**src/hdl/oshz_defs.svh**
```systemverilog
// Timing counts and field positions for the output shutdown block
`ifndef OSHZ_DEFS_SVH
`define OSHZ_DEFS_SVH
// Level-detect sample dividers, in clock-B cycles
`define OSHZ_DIV8 8
`define OSHZ_DIV16 16
`define OSHZ_DIV128 128
// Consecutive low samples that make a level fault
`define OSHZ_LOW_SAMPLES 16
// Mode select encodings
`define OSHZ_MODE_EDGE 2'h0
`define OSHZ_MODE_D8 2'h1
`define OSHZ_MODE_D16 2'h2
`define OSHZ_MODE_D128 2'h3
// Fault input positions in the five-bit vector
`define OSHZ_IN0 0
`define OSHZ_IN4 1
`define OSHZ_IN8 2
`define OSHZ_IN10 3
`define OSHZ_IN11 4
// Pin groups
`define OSHZ_GRP34 0
`define OSHZ_GRP67 1
`define OSHZ_GRP0 2
`endif

```
**src/hdl/oshz_pkg.sv**
```systemverilog
// Types shared by the output shutdown block
package oshz_pkg;
  // Six compared complementary pairs, first three in the ch3/4 group
  typedef struct packed {
    logic [5:0] hi;
    logic [5:0] lo;
  } oshz_pairs_type;
  // Software control, held by the system as plain levels and pulses
  typedef struct packed {
    logic [4:0][1:0] mode;
    logic [2:0] add_in4;
    logic [2:0] add_in8;
    logic [2:0] add_in0;
    logic [2:0] add_in10;
    logic [2:0] add_in11;
    logic [2:0] cmp_en;
    logic [2:0] soft_hiz;
    logic [2:0] osc_en;
    logic [4:0] clr_in;
    logic [1:0] clr_cmp;
    logic [2:0] clr_osc;
  } oshz_ctrl_type;
  // Per-input detector state
  typedef struct packed {
    logic s1;
    logic s2;
    logic prev;
    logic [6:0] pre;
    logic [4:0] cnt;
    logic flag;
  } oshz_det_type;
  typedef struct packed {
    logic [4:0] in_flag;
    logic [1:0] cmp_flag;
    logic [2:0] osc_hiz;
    logic [2:0] hiz;
    logic [1:0] pin_sel0;
    logic pin_sel3;
    logic [1:0] pin_sel4;
    logic irq;
  } oshz_state_type;
endpackage : oshz_pkg

```
**src/hdl/oshz_fault_det.sv**
```systemverilog
// One active-low fault input: synchroniser, edge and level detection
`include "oshz_defs.svh"
module oshz_fault_det (
  // Clock and reset
  input wire logic mclk_i,
  input wire logic rst_n_i,
  // Fault pin and control
  input wire logic fault_n_i,
  input wire logic [1:0] mode_i,
  input wire logic clr_i,
  // Sticky request
  output logic flag_o
);
  oshz_pkg::oshz_det_type st, next_st;
  logic tick;
  logic hit;
  always_comb
  begin
    next_st = st;
    next_st.s1 = fault_n_i;
    next_st.s2 = st.s1;
    next_st.prev = st.s2;
    next_st.pre = st.pre + 7'h01;
    case (mode_i)
      `OSHZ_MODE_D8: tick = (st.pre[2:0] == 3'(`OSHZ_DIV8 - 1));
      `OSHZ_MODE_D16: tick = (st.pre[3:0] == 4'(`OSHZ_DIV16 - 1));
      `OSHZ_MODE_D128: tick = (st.pre == 7'(`OSHZ_DIV128 - 1));
      default: tick = 1'b0;
    endcase
    hit = 1'b0;
    if (mode_i == `OSHZ_MODE_EDGE)
    begin
      hit = st.prev && !st.s2;
      next_st.cnt = 5'h00;
    end
    else if (st.s2)
    begin
      next_st.cnt = 5'h00;
    end
    else if (tick)
    begin
      // Saturate so a held low does not wrap and re-arm
      if (st.cnt != 5'(`OSHZ_LOW_SAMPLES))
      begin
        next_st.cnt = st.cnt + 5'h01;
      end
      hit = (st.cnt == 5'(`OSHZ_LOW_SAMPLES - 1));
    end
    // Set wins over clear
    next_st.flag = hit || (st.flag && !clr_i);
  end
  always_ff @(posedge mclk_i or negedge rst_n_i)
  begin
    if (!rst_n_i)
    begin
      st <= '0;
      st.s1 <= 1'b1;
      st.s2 <= 1'b1;
      st.prev <= 1'b1;
    end
    else
    begin
      st <= next_st;
    end
  end
  assign flag_o = st.flag;
endmodule // oshz_fault_det

```
**src/hdl/oshz_pin_gate.sv**
```systemverilog
// Routes one timer output onto one of two ports, with high-impedance forcing
module oshz_pin_gate (
  // Timer side
  input wire logic out_i,
  input wire logic oe_n_i,
  // Control
  input wire logic sel_i,
  input wire logic hiz_i,
  // Port side, two candidate ports
  output logic [1:0] pin_o,
  output logic [1:0] pin_oe_n_o
);
  // Forcing overrides any function on the port, timer or not
  always_comb
  begin
    pin_o = {out_i, out_i};
    pin_oe_n_o = 2'h3;
    if (!hiz_i && !oe_n_i)
    begin
      pin_oe_n_o[sel_i] = 1'b0;
    end
  end
endmodule // oshz_pin_gate

```
**src/hdl/oshz_top.sv**
```systemverilog
// Output shutdown (high-impedance) controller for timer output pins
// How it works
// - All detection and sampling runs on the one clock, mclk_i.
// - Fault input trips on falling edge or 16 low samples at /8,/16,/128.
// - Both outputs of a compared pair active together trips a short.
// - Software soft-force input drives its group to high impedance.
// - Oscillator stop report trips high impedance.
// - Interrupt raised for fault-input and output-compare requests.
// - Input 0 drives ch3/4, input 4 drives ch6/7, input 8 drives ch0.
// - Inputs 10 and 11 act only when added as conditions.
// - Six pairs compared: three for ch3/4, three for ch6/7.
// - Forced pins float even when assigned to a non-timer function.
// - Pin select picks the port; forcing applies to the selected port.
// - Software can add further fault inputs to each pin group.
// - Added inputs: ch3/4 4,8,10,11; ch6/7 0,8,10,11; ch0 0,4,10,11.
// - Oscillator-stop forcing holds until cleared; reset restores defaults.
// - Group interrupt pending clears when the status bits are cleared.
`include "oshz_defs.svh"
module oshz_top (
  // Clock and reset
  input wire logic mclk_i,
  input wire logic rst_n_i,
  // Fault inputs, active low: 0, 4, 8, 10, 11
  input wire logic fault_input_0_n_i,
  input wire logic fault_input_4_n_i,
  input wire logic fault_input_8_n_i,
  input wire logic fault_input_10_n_i,
  input wire logic fault_input_11_n_i,
  // Clock generator oscillator-stop report
  input wire logic osc_stop_i,
  // Software control
  input wire oshz_pkg::oshz_ctrl_type ctrl_i,
  input wire logic [1:0] pin_sel0_i,
  input wire logic pin_sel3_i,
  input wire logic [1:0] pin_sel4_i,
  // Timer outputs: compared pair levels and active levels
  input wire oshz_pkg::oshz_pairs_type pairs_i,
  input wire logic [5:0] active_hi_i,
  input wire oshz_pkg::oshz_pairs_type pairs_oe_n_i,
  // Status
  output logic [4:0] in_flag_o,
  output logic [1:0] cmp_flag_o,
  output logic [2:0] osc_hiz_o,
  output logic [2:0] hiz_o,
  output logic group_interrupt_line_o,
  // Port pins: each pair output lands on one of two ports
  output oshz_pkg::oshz_pairs_type port_a_o,
  output oshz_pkg::oshz_pairs_type port_b_o,
  output oshz_pkg::oshz_pairs_type port_a_oe_n_o,
  output oshz_pkg::oshz_pairs_type port_b_oe_n_o
);
  // ==========================================================
  // Fault detectors
  oshz_pkg::oshz_state_type st, next_st;
  logic [4:0] fault_n;
  logic [4:0] det_flag;
  logic [5:0] short_pair;
  logic [2:0] grp_fault;
  logic [11:0] pin_lvl, pin_oe_n, pin_a, pin_b, pin_a_oe, pin_b_oe;
  logic [11:0] pin_hiz, pin_sel;
  assign fault_n = {fault_input_11_n_i, fault_input_10_n_i, fault_input_8_n_i,
    fault_input_4_n_i, fault_input_0_n_i};
  genvar gi;
  generate
    for (gi = 0; gi < 5; gi++)
    begin : g_det
      oshz_fault_det u_det (
        .mclk_i(mclk_i),
        .rst_n_i(rst_n_i),
        .fault_n_i(fault_n[gi]),
        .mode_i(ctrl_i.mode[gi]),
        .clr_i(ctrl_i.clr_in[gi]),
        .flag_o(det_flag[gi])
      );
    end
  endgenerate
  // ==========================================================
  // Request combining
  always_comb
  begin
    next_st = st;
    next_st.in_flag = det_flag;
    // Short: both sides at their active level together
    for (int i = 0; i < 6; i++)
    begin
      short_pair[i] = (pairs_i.hi[i] == active_hi_i[i]) && (pairs_i.lo[i] == active_hi_i[i]);
    end
    next_st.cmp_flag[0] = (|short_pair[2:0] && ctrl_i.cmp_en[0])
      || (st.cmp_flag[0] && !ctrl_i.clr_cmp[0]);
    next_st.cmp_flag[1] = (|short_pair[5:3] && ctrl_i.cmp_en[1])
      || (st.cmp_flag[1] && !ctrl_i.clr_cmp[1]);
    // Default routing plus software-added inputs
    grp_fault[`OSHZ_GRP34] = det_flag[`OSHZ_IN0]
      || (det_flag[`OSHZ_IN4] && ctrl_i.add_in4[`OSHZ_GRP34])
      || (det_flag[`OSHZ_IN8] && ctrl_i.add_in8[`OSHZ_GRP34])
      || (det_flag[`OSHZ_IN10] && ctrl_i.add_in10[`OSHZ_GRP34])
      || (det_flag[`OSHZ_IN11] && ctrl_i.add_in11[`OSHZ_GRP34]);
    grp_fault[`OSHZ_GRP67] = det_flag[`OSHZ_IN4]
      || (det_flag[`OSHZ_IN0] && ctrl_i.add_in0[`OSHZ_GRP67])
      || (det_flag[`OSHZ_IN8] && ctrl_i.add_in8[`OSHZ_GRP67])
      || (det_flag[`OSHZ_IN10] && ctrl_i.add_in10[`OSHZ_GRP67])
      || (det_flag[`OSHZ_IN11] && ctrl_i.add_in11[`OSHZ_GRP67]);
    grp_fault[`OSHZ_GRP0] = det_flag[`OSHZ_IN8]
      || (det_flag[`OSHZ_IN0] && ctrl_i.add_in0[`OSHZ_GRP0])
      || (det_flag[`OSHZ_IN4] && ctrl_i.add_in4[`OSHZ_GRP0])
      || (det_flag[`OSHZ_IN10] && ctrl_i.add_in10[`OSHZ_GRP0])
      || (det_flag[`OSHZ_IN11] && ctrl_i.add_in11[`OSHZ_GRP0]);
    // Oscillator stop latches per group; only software or reset undoes it
    for (int g = 0; g < 3; g++)
    begin
      next_st.osc_hiz[g] = (osc_stop_i && ctrl_i.osc_en[g])
        || (st.osc_hiz[g] && !ctrl_i.clr_osc[g]);
    end
    next_st.hiz[`OSHZ_GRP34] = grp_fault[`OSHZ_GRP34] || st.cmp_flag[0];
    next_st.hiz[`OSHZ_GRP67] = grp_fault[`OSHZ_GRP67] || st.cmp_flag[1];
    next_st.hiz[`OSHZ_GRP0] = grp_fault[`OSHZ_GRP0];
    next_st.hiz = next_st.hiz | ctrl_i.soft_hiz | st.osc_hiz;
    next_st.pin_sel0 = pin_sel0_i;
    next_st.pin_sel3 = pin_sel3_i;
    next_st.pin_sel4 = pin_sel4_i;
    // Level of pending statuses; drops as soon as software clears them
    next_st.irq = |det_flag || |next_st.cmp_flag;
  end
  always_ff @(posedge mclk_i or negedge rst_n_i)
  begin
    if (!rst_n_i)
    begin
      st <= '0;
    end
    else
    begin
      st <= next_st;
    end
  end
  // ==========================================================
  // Pin gating
  // Pairs 0..2 belong to ch3/4; ch0 shares pin gating via pin_sel0
  assign pin_lvl = {pairs_i.hi, pairs_i.lo};
  assign pin_oe_n = {pairs_oe_n_i.hi, pairs_oe_n_i.lo};
  always_comb
  begin
    for (int p = 0; p < 12; p++)
    begin
      pin_hiz[p] = (p % 6 < 3) ? st.hiz[`OSHZ_GRP34] : st.hiz[`OSHZ_GRP67];
    end
    // Channel 0 signals are muxed onto pair 0 ports; channel 0 forcing applies
    pin_hiz[0] = st.hiz[`OSHZ_GRP34] || st.hiz[`OSHZ_GRP0];
    pin_hiz[6] = st.hiz[`OSHZ_GRP34] || st.hiz[`OSHZ_GRP0];
    pin_sel = '0;
    pin_sel[0] = st.pin_sel0[0] || st.pin_sel3;
    pin_sel[6] = st.pin_sel0[1] || st.pin_sel3;
    pin_sel[1] = st.pin_sel4[0];
    pin_sel[7] = st.pin_sel4[0];
    pin_sel[2] = st.pin_sel4[1];
    pin_sel[8] = st.pin_sel4[1];
  end
  generate
    for (gi = 0; gi < 12; gi++)
    begin : g_pin
      oshz_pin_gate u_gate (
        .out_i(pin_lvl[gi]),
        .oe_n_i(pin_oe_n[gi]),
        .sel_i(pin_sel[gi]),
        .hiz_i(pin_hiz[gi]),
        .pin_o({pin_b[gi], pin_a[gi]}),
        .pin_oe_n_o({pin_b_oe[gi], pin_a_oe[gi]})
      );
    end
  endgenerate
  // Registered port drive keeps every output straight from a flop
  oshz_pkg::oshz_pairs_type pa, pb, pae, pbe;
  always_ff @(posedge mclk_i or negedge rst_n_i)
  begin
    if (!rst_n_i)
    begin
      pa <= '0;
      pb <= '0;
      pae <= '1;
      pbe <= '1;
    end
    else
    begin
      pa <= pin_a;
      pb <= pin_b;
      pae <= pin_a_oe;
      pbe <= pin_b_oe;
    end
  end
  assign port_a_o = pa;
  assign port_b_o = pb;
  assign port_a_oe_n_o = pae;
  assign port_b_oe_n_o = pbe;
  assign in_flag_o = st.in_flag;
  assign cmp_flag_o = st.cmp_flag;
  assign osc_hiz_o = st.osc_hiz;
  assign hiz_o = st.hiz;
  assign group_interrupt_line_o = st.irq;
endmodule // oshz_top

```
**config.mk**
```make
export PLATFORM = sky130hd
export DESIGN_NAME = oshz_top
export DESIGN_NICKNAME = d
export VERILOG_FILES = /design/src/hdl/oshz_pkg.sv /design/src/hdl/oshz_fault_det.sv /design/src/hdl/oshz_pin_gate.sv /design/src/hdl/oshz_top.sv
export VERILOG_INCLUDE_DIRS = /design/src /design/src/hdl
export SDC_FILE = /design/constraint.sdc
export NUM_CORES = 1
export LEC_CHECK = 0
export BUFFER_PORTS_ARGS = -buffer_cell sky130_fd_sc_hd__buf_2
export CAP_MARGIN = 20
export CORE_ASPECT_RATIO = 1.75
export CORE_MARGIN = 8
export CORE_UTILIZATION = 52
export CTS_CLUSTER_DIAMETER = 50
export DETAILED_ROUTE_END_ITERATION = 7
export PLACE_DENSITY = 0.88
export RECOVER_POWER = 100
export SLEW_MARGIN = 5
export SYNTH_ARGS = -nofsm -noshare
export SYNTH_HDL_FRONTEND = slang
export SYNTH_SLANG_ARGS = --single-unit
```
**constraint.sdc**
```tcl
create_clock -name mclk_i -period 1.9 [get_ports mclk_i]
set_input_delay 0.475 -clock mclk_i [delete_from_list [all_inputs] [get_ports mclk_i]]
set_output_delay 0.475 -clock mclk_i [all_outputs]
set_load 0.02 [all_outputs]
```
==> summary.txt <==
Status - completed
First-pass GRT wire length - 20500 um
RSZ-0062 raised after global routing - false
DRT Pass-1 Iters - 4
Port buffer count - 138
R2R Path End - g_det[1].u_det.flag_o
Die area - 14100 um^2
Cell mode on critical path - ha_1
Setup WS pre-CTS - 21.9 ps
Crit-path max cell delay - 400 ps
Worst reg2reg startpoint - g_det[1].u_det.st[6]
HP Start - fault_input_0_n_i
Synth top area share - 44.1%
Max-Cap Viols - 0
Final worst path period share - 92.4%
EDFF count, synth - 0
Hold EP - g_det[0].u_det.next_st[14]
Clock tree from TritonCTS - yes
Hold depth - 1
R2r setup slk - 140 ps
CP max FO - 4
Count leader, synth - dfrtp_1
Skew-Pair Late Insertion Delay - 420 ps
CTS Buf Count - 17
Largest net degree at the start of global routing - 50
Placer Congestion - 1.03
Relative slew slack - 53.6%
Critical path, cell by cell - ha_1 -> ha_1 -> nor2b_1 -> or2_2 -> a311o_1
Power density cells - 975 nW/um^2
Setup TNS Final - 0 ps
Final ANT Viol Nets - 0
Int Power - 4.93 mW
Placement Rows - 49
Initial antenna violation count - 0
Die extent in x - 93.4 um
Commonest cells in the netlist - dfrtp_1 (96), inv_1 (37), nor2_1 (36)
Layout cells sized above 1 - 23.3%
Ranking of synthesized cells by area - dfrtp_1 (44%), dfstp_2 (16%), ha_1 (5.7%)
Final Net Count - 722
CP startpoint kind - register
Iteration-0 DRC count of the detailed router - 134
Vias in the first global route - 4371
Max Clock Skew - 6.62 ps
Mapped cell area - 5450 um^2
Arr. time, crit path - 2050 ps
Net Sw Power - 1.53 mW
Clk sink count - 129
Asr flop ratio synth - 100%
Total track usage - 18.9%
Worst hold path type - in -> reg
Crit. End Element - register
Postcts setup bufs - 0
Area delta synth->final - 21.6%
Setup CP Type - reg -> reg
#FFs+latches synth - 129
Vias per cell - 5.35
Peak supply drop - 834 uV
DR vias - 4016
Post-synth cell types - 51
Root Driver - clkbuf_16
CTS H-tree depth - 4
Final min period - 1760 ps
Sequential cell fraction of total power - 45.2%
Final setup margin - 144 ps
Fmax - 569 MHz
Main synth FF type - dfrtp_1
Post-Syn Area per Cell - 11.5 um^2
Reg clk slew, reported paths - 60 ps
Synth warnings - 0
Die height - 151 um
Combinational share of power - 6.5%
Worst-path cell with the longest stage delay - dfrtp_1
Grt total ovfl - 0
Sw Share - 23.7%
R2R depth - 5
Part of the Yosys area used for sequential elements - 60.0%
Worst-margin pin slew - 696 ps
Dpl hpwl - 9940 um
CORE AREA - 10200 um^2
Worst endpoint required time - 2190 ps
Longest Clk Path Bufs - 2
Residual DRC - 0
Avg WL per Cell - 17.2 um
I/O pins - 149
P_leak - 3.02 nW
Post-Syn Instances - 474
Antenna Cells - 0
Synth area leader - dfrtp_1
Clock share of power - 48.3%
Final setup viols - 0
Initial core utilization - 53.2%
Fin. Hold Viols - 0
Slew Limit Fails - 0
Total Routed Length - 12900 um
[cell usage in the layout (no fill, tap or decap), types with 6 or more instances in the layout]
cell type,instances
dfrtp_1,96
nand3_1,31
dfstp_2,30
or3_1,13
conb_1,6
a21oi_1,13
xor2_1,10
a22oi_1,7
nor2_1,36
and3_1,10
xnor2_1,16
nor3_1,7
buf_2,69
ha_1,25
or2_2,8
o21ai_0,15
inv_1,37
nand2_1,26
clkbuf_16,18
clkbuf_1,70
[area by class of cell]
cell class              instances  area, um^2
multi-input cells             281        1820
fillers                       838        3610
well taps                     127         159
clock buffers                  20         478
flip-flops and latches        129        3270
clock inverters                12         105
repair buffers                144         659
inverters                      37         139
[metrics by stage]
| step | cell area [um^2] | util, % | power (mW) | hold WS (ps) | cells |
|---|---|---|---|---|---|
| final | 6630 | 64.7 | 6.46 | 154 | 750 |
| after global routing | 6630 | 64.7 | 6.69 | 143 | 750 |
| after CTS | 6740 | 65.8 | 6.56 | 142 | 750 |
| after detailed placement | 6150 | 60.0 | 3.42 | 347 | 717 |
| after global placement | 6150 | 60.0 | 3.40 | 346 | 717 |
| after floorplan | 5470 | - | 3.19 | 179 | 479 |
[sequential cells by signal, summed over array words and instances, names as in the netlist]
register                count
cmp_flag_o                  2
g_det.u_det.flag_o          5
g_det.u_det.next_st        10
g_det.u_det.st             65
group_interrupt_line_o      1
hiz_o                       3
in_flag_o                   5
osc_hiz_o                   3
pin_sel                     2
port_a_oe_n_o              12
port_b_o                   12
port_b_oe_n_o               6
st                          3
[worst max-delay path by stage]
stage	start	endpoint	slack [ps]
final	g_det[1].u_det.st[6]	g_det[1].u_det.flag_o	140
after global routing	g_det[2].u_det.st[6]	g_det[2].u_det.st[5]	20
after CTS	g_det[1].u_det.st[6]	g_det[1].u_det.flag_o	140
after detailed placement	pairs_i[5]	group_interrupt_line_o	20
after global placement	pairs_i[5]	group_interrupt_line_o	50
after floorplan	pairs_i[5]	group_interrupt_line_o	240
[power groups by stage]
| stage | clock (mW) | combinational (mW) | sequential, mW |
|---|---|---|---|
| 3_3_place_gp | 0 | 0.441 | 2.96 |
| 5_1_grt | 3.30 | 0.466 | 2.93 |
| 3_5_place_dp | 0 | 0.451 | 2.96 |
| 4_1_cts | 3.19 | 0.458 | 2.92 |
| 2_1_floorplan | 0 | 0.213 | 2.98 |
| 6_report | 3.12 | 0.421 | 2.92 |
[metal layers]
metal | GRT usage (%) | share of wire, %
met1 | 18.0 | 35
met2 | 33.6 | 51
met3 | 6.35 | 9.7
met4 | 12.6 | 4.7
met5 | 0 | 0
[critical path, delay by kind of cell (launching register included)]
kind | cells | cell delay, ps
flip-flops | 1 | 400
AO/OA/AOI/OAI | 1 | 330
AND/OR/NAND/NOR | 2 | 500
adder cells (fa/ha/maj) | 2 | 410
[timing repair]
item,in CTS,in global routing
endpoints found under the hold margin,22,0
hold buffers,1,0
resized for setup,0,1
endpoints found under the setup margin,0,2
[kinds of logic (layout without fill, tap and decap cells)]
logic type                 count (synthesis)  after routing  synth area share, %
AOI/OAI and AO/OA                         64             64                 7.88
xor gates and xnor gates                  26             26                 4.18
adders and majority gates                 25             25                 5.74
buffers and inverters                     69            213                 6.89
DFF                                      129            129                 60.0
muxes                                      2              2                0.367
other                                      1              6               0.0688
and+or+nand+nor                          158            158                 14.9
Note: power is estimated with default switching activity, not from simulation.
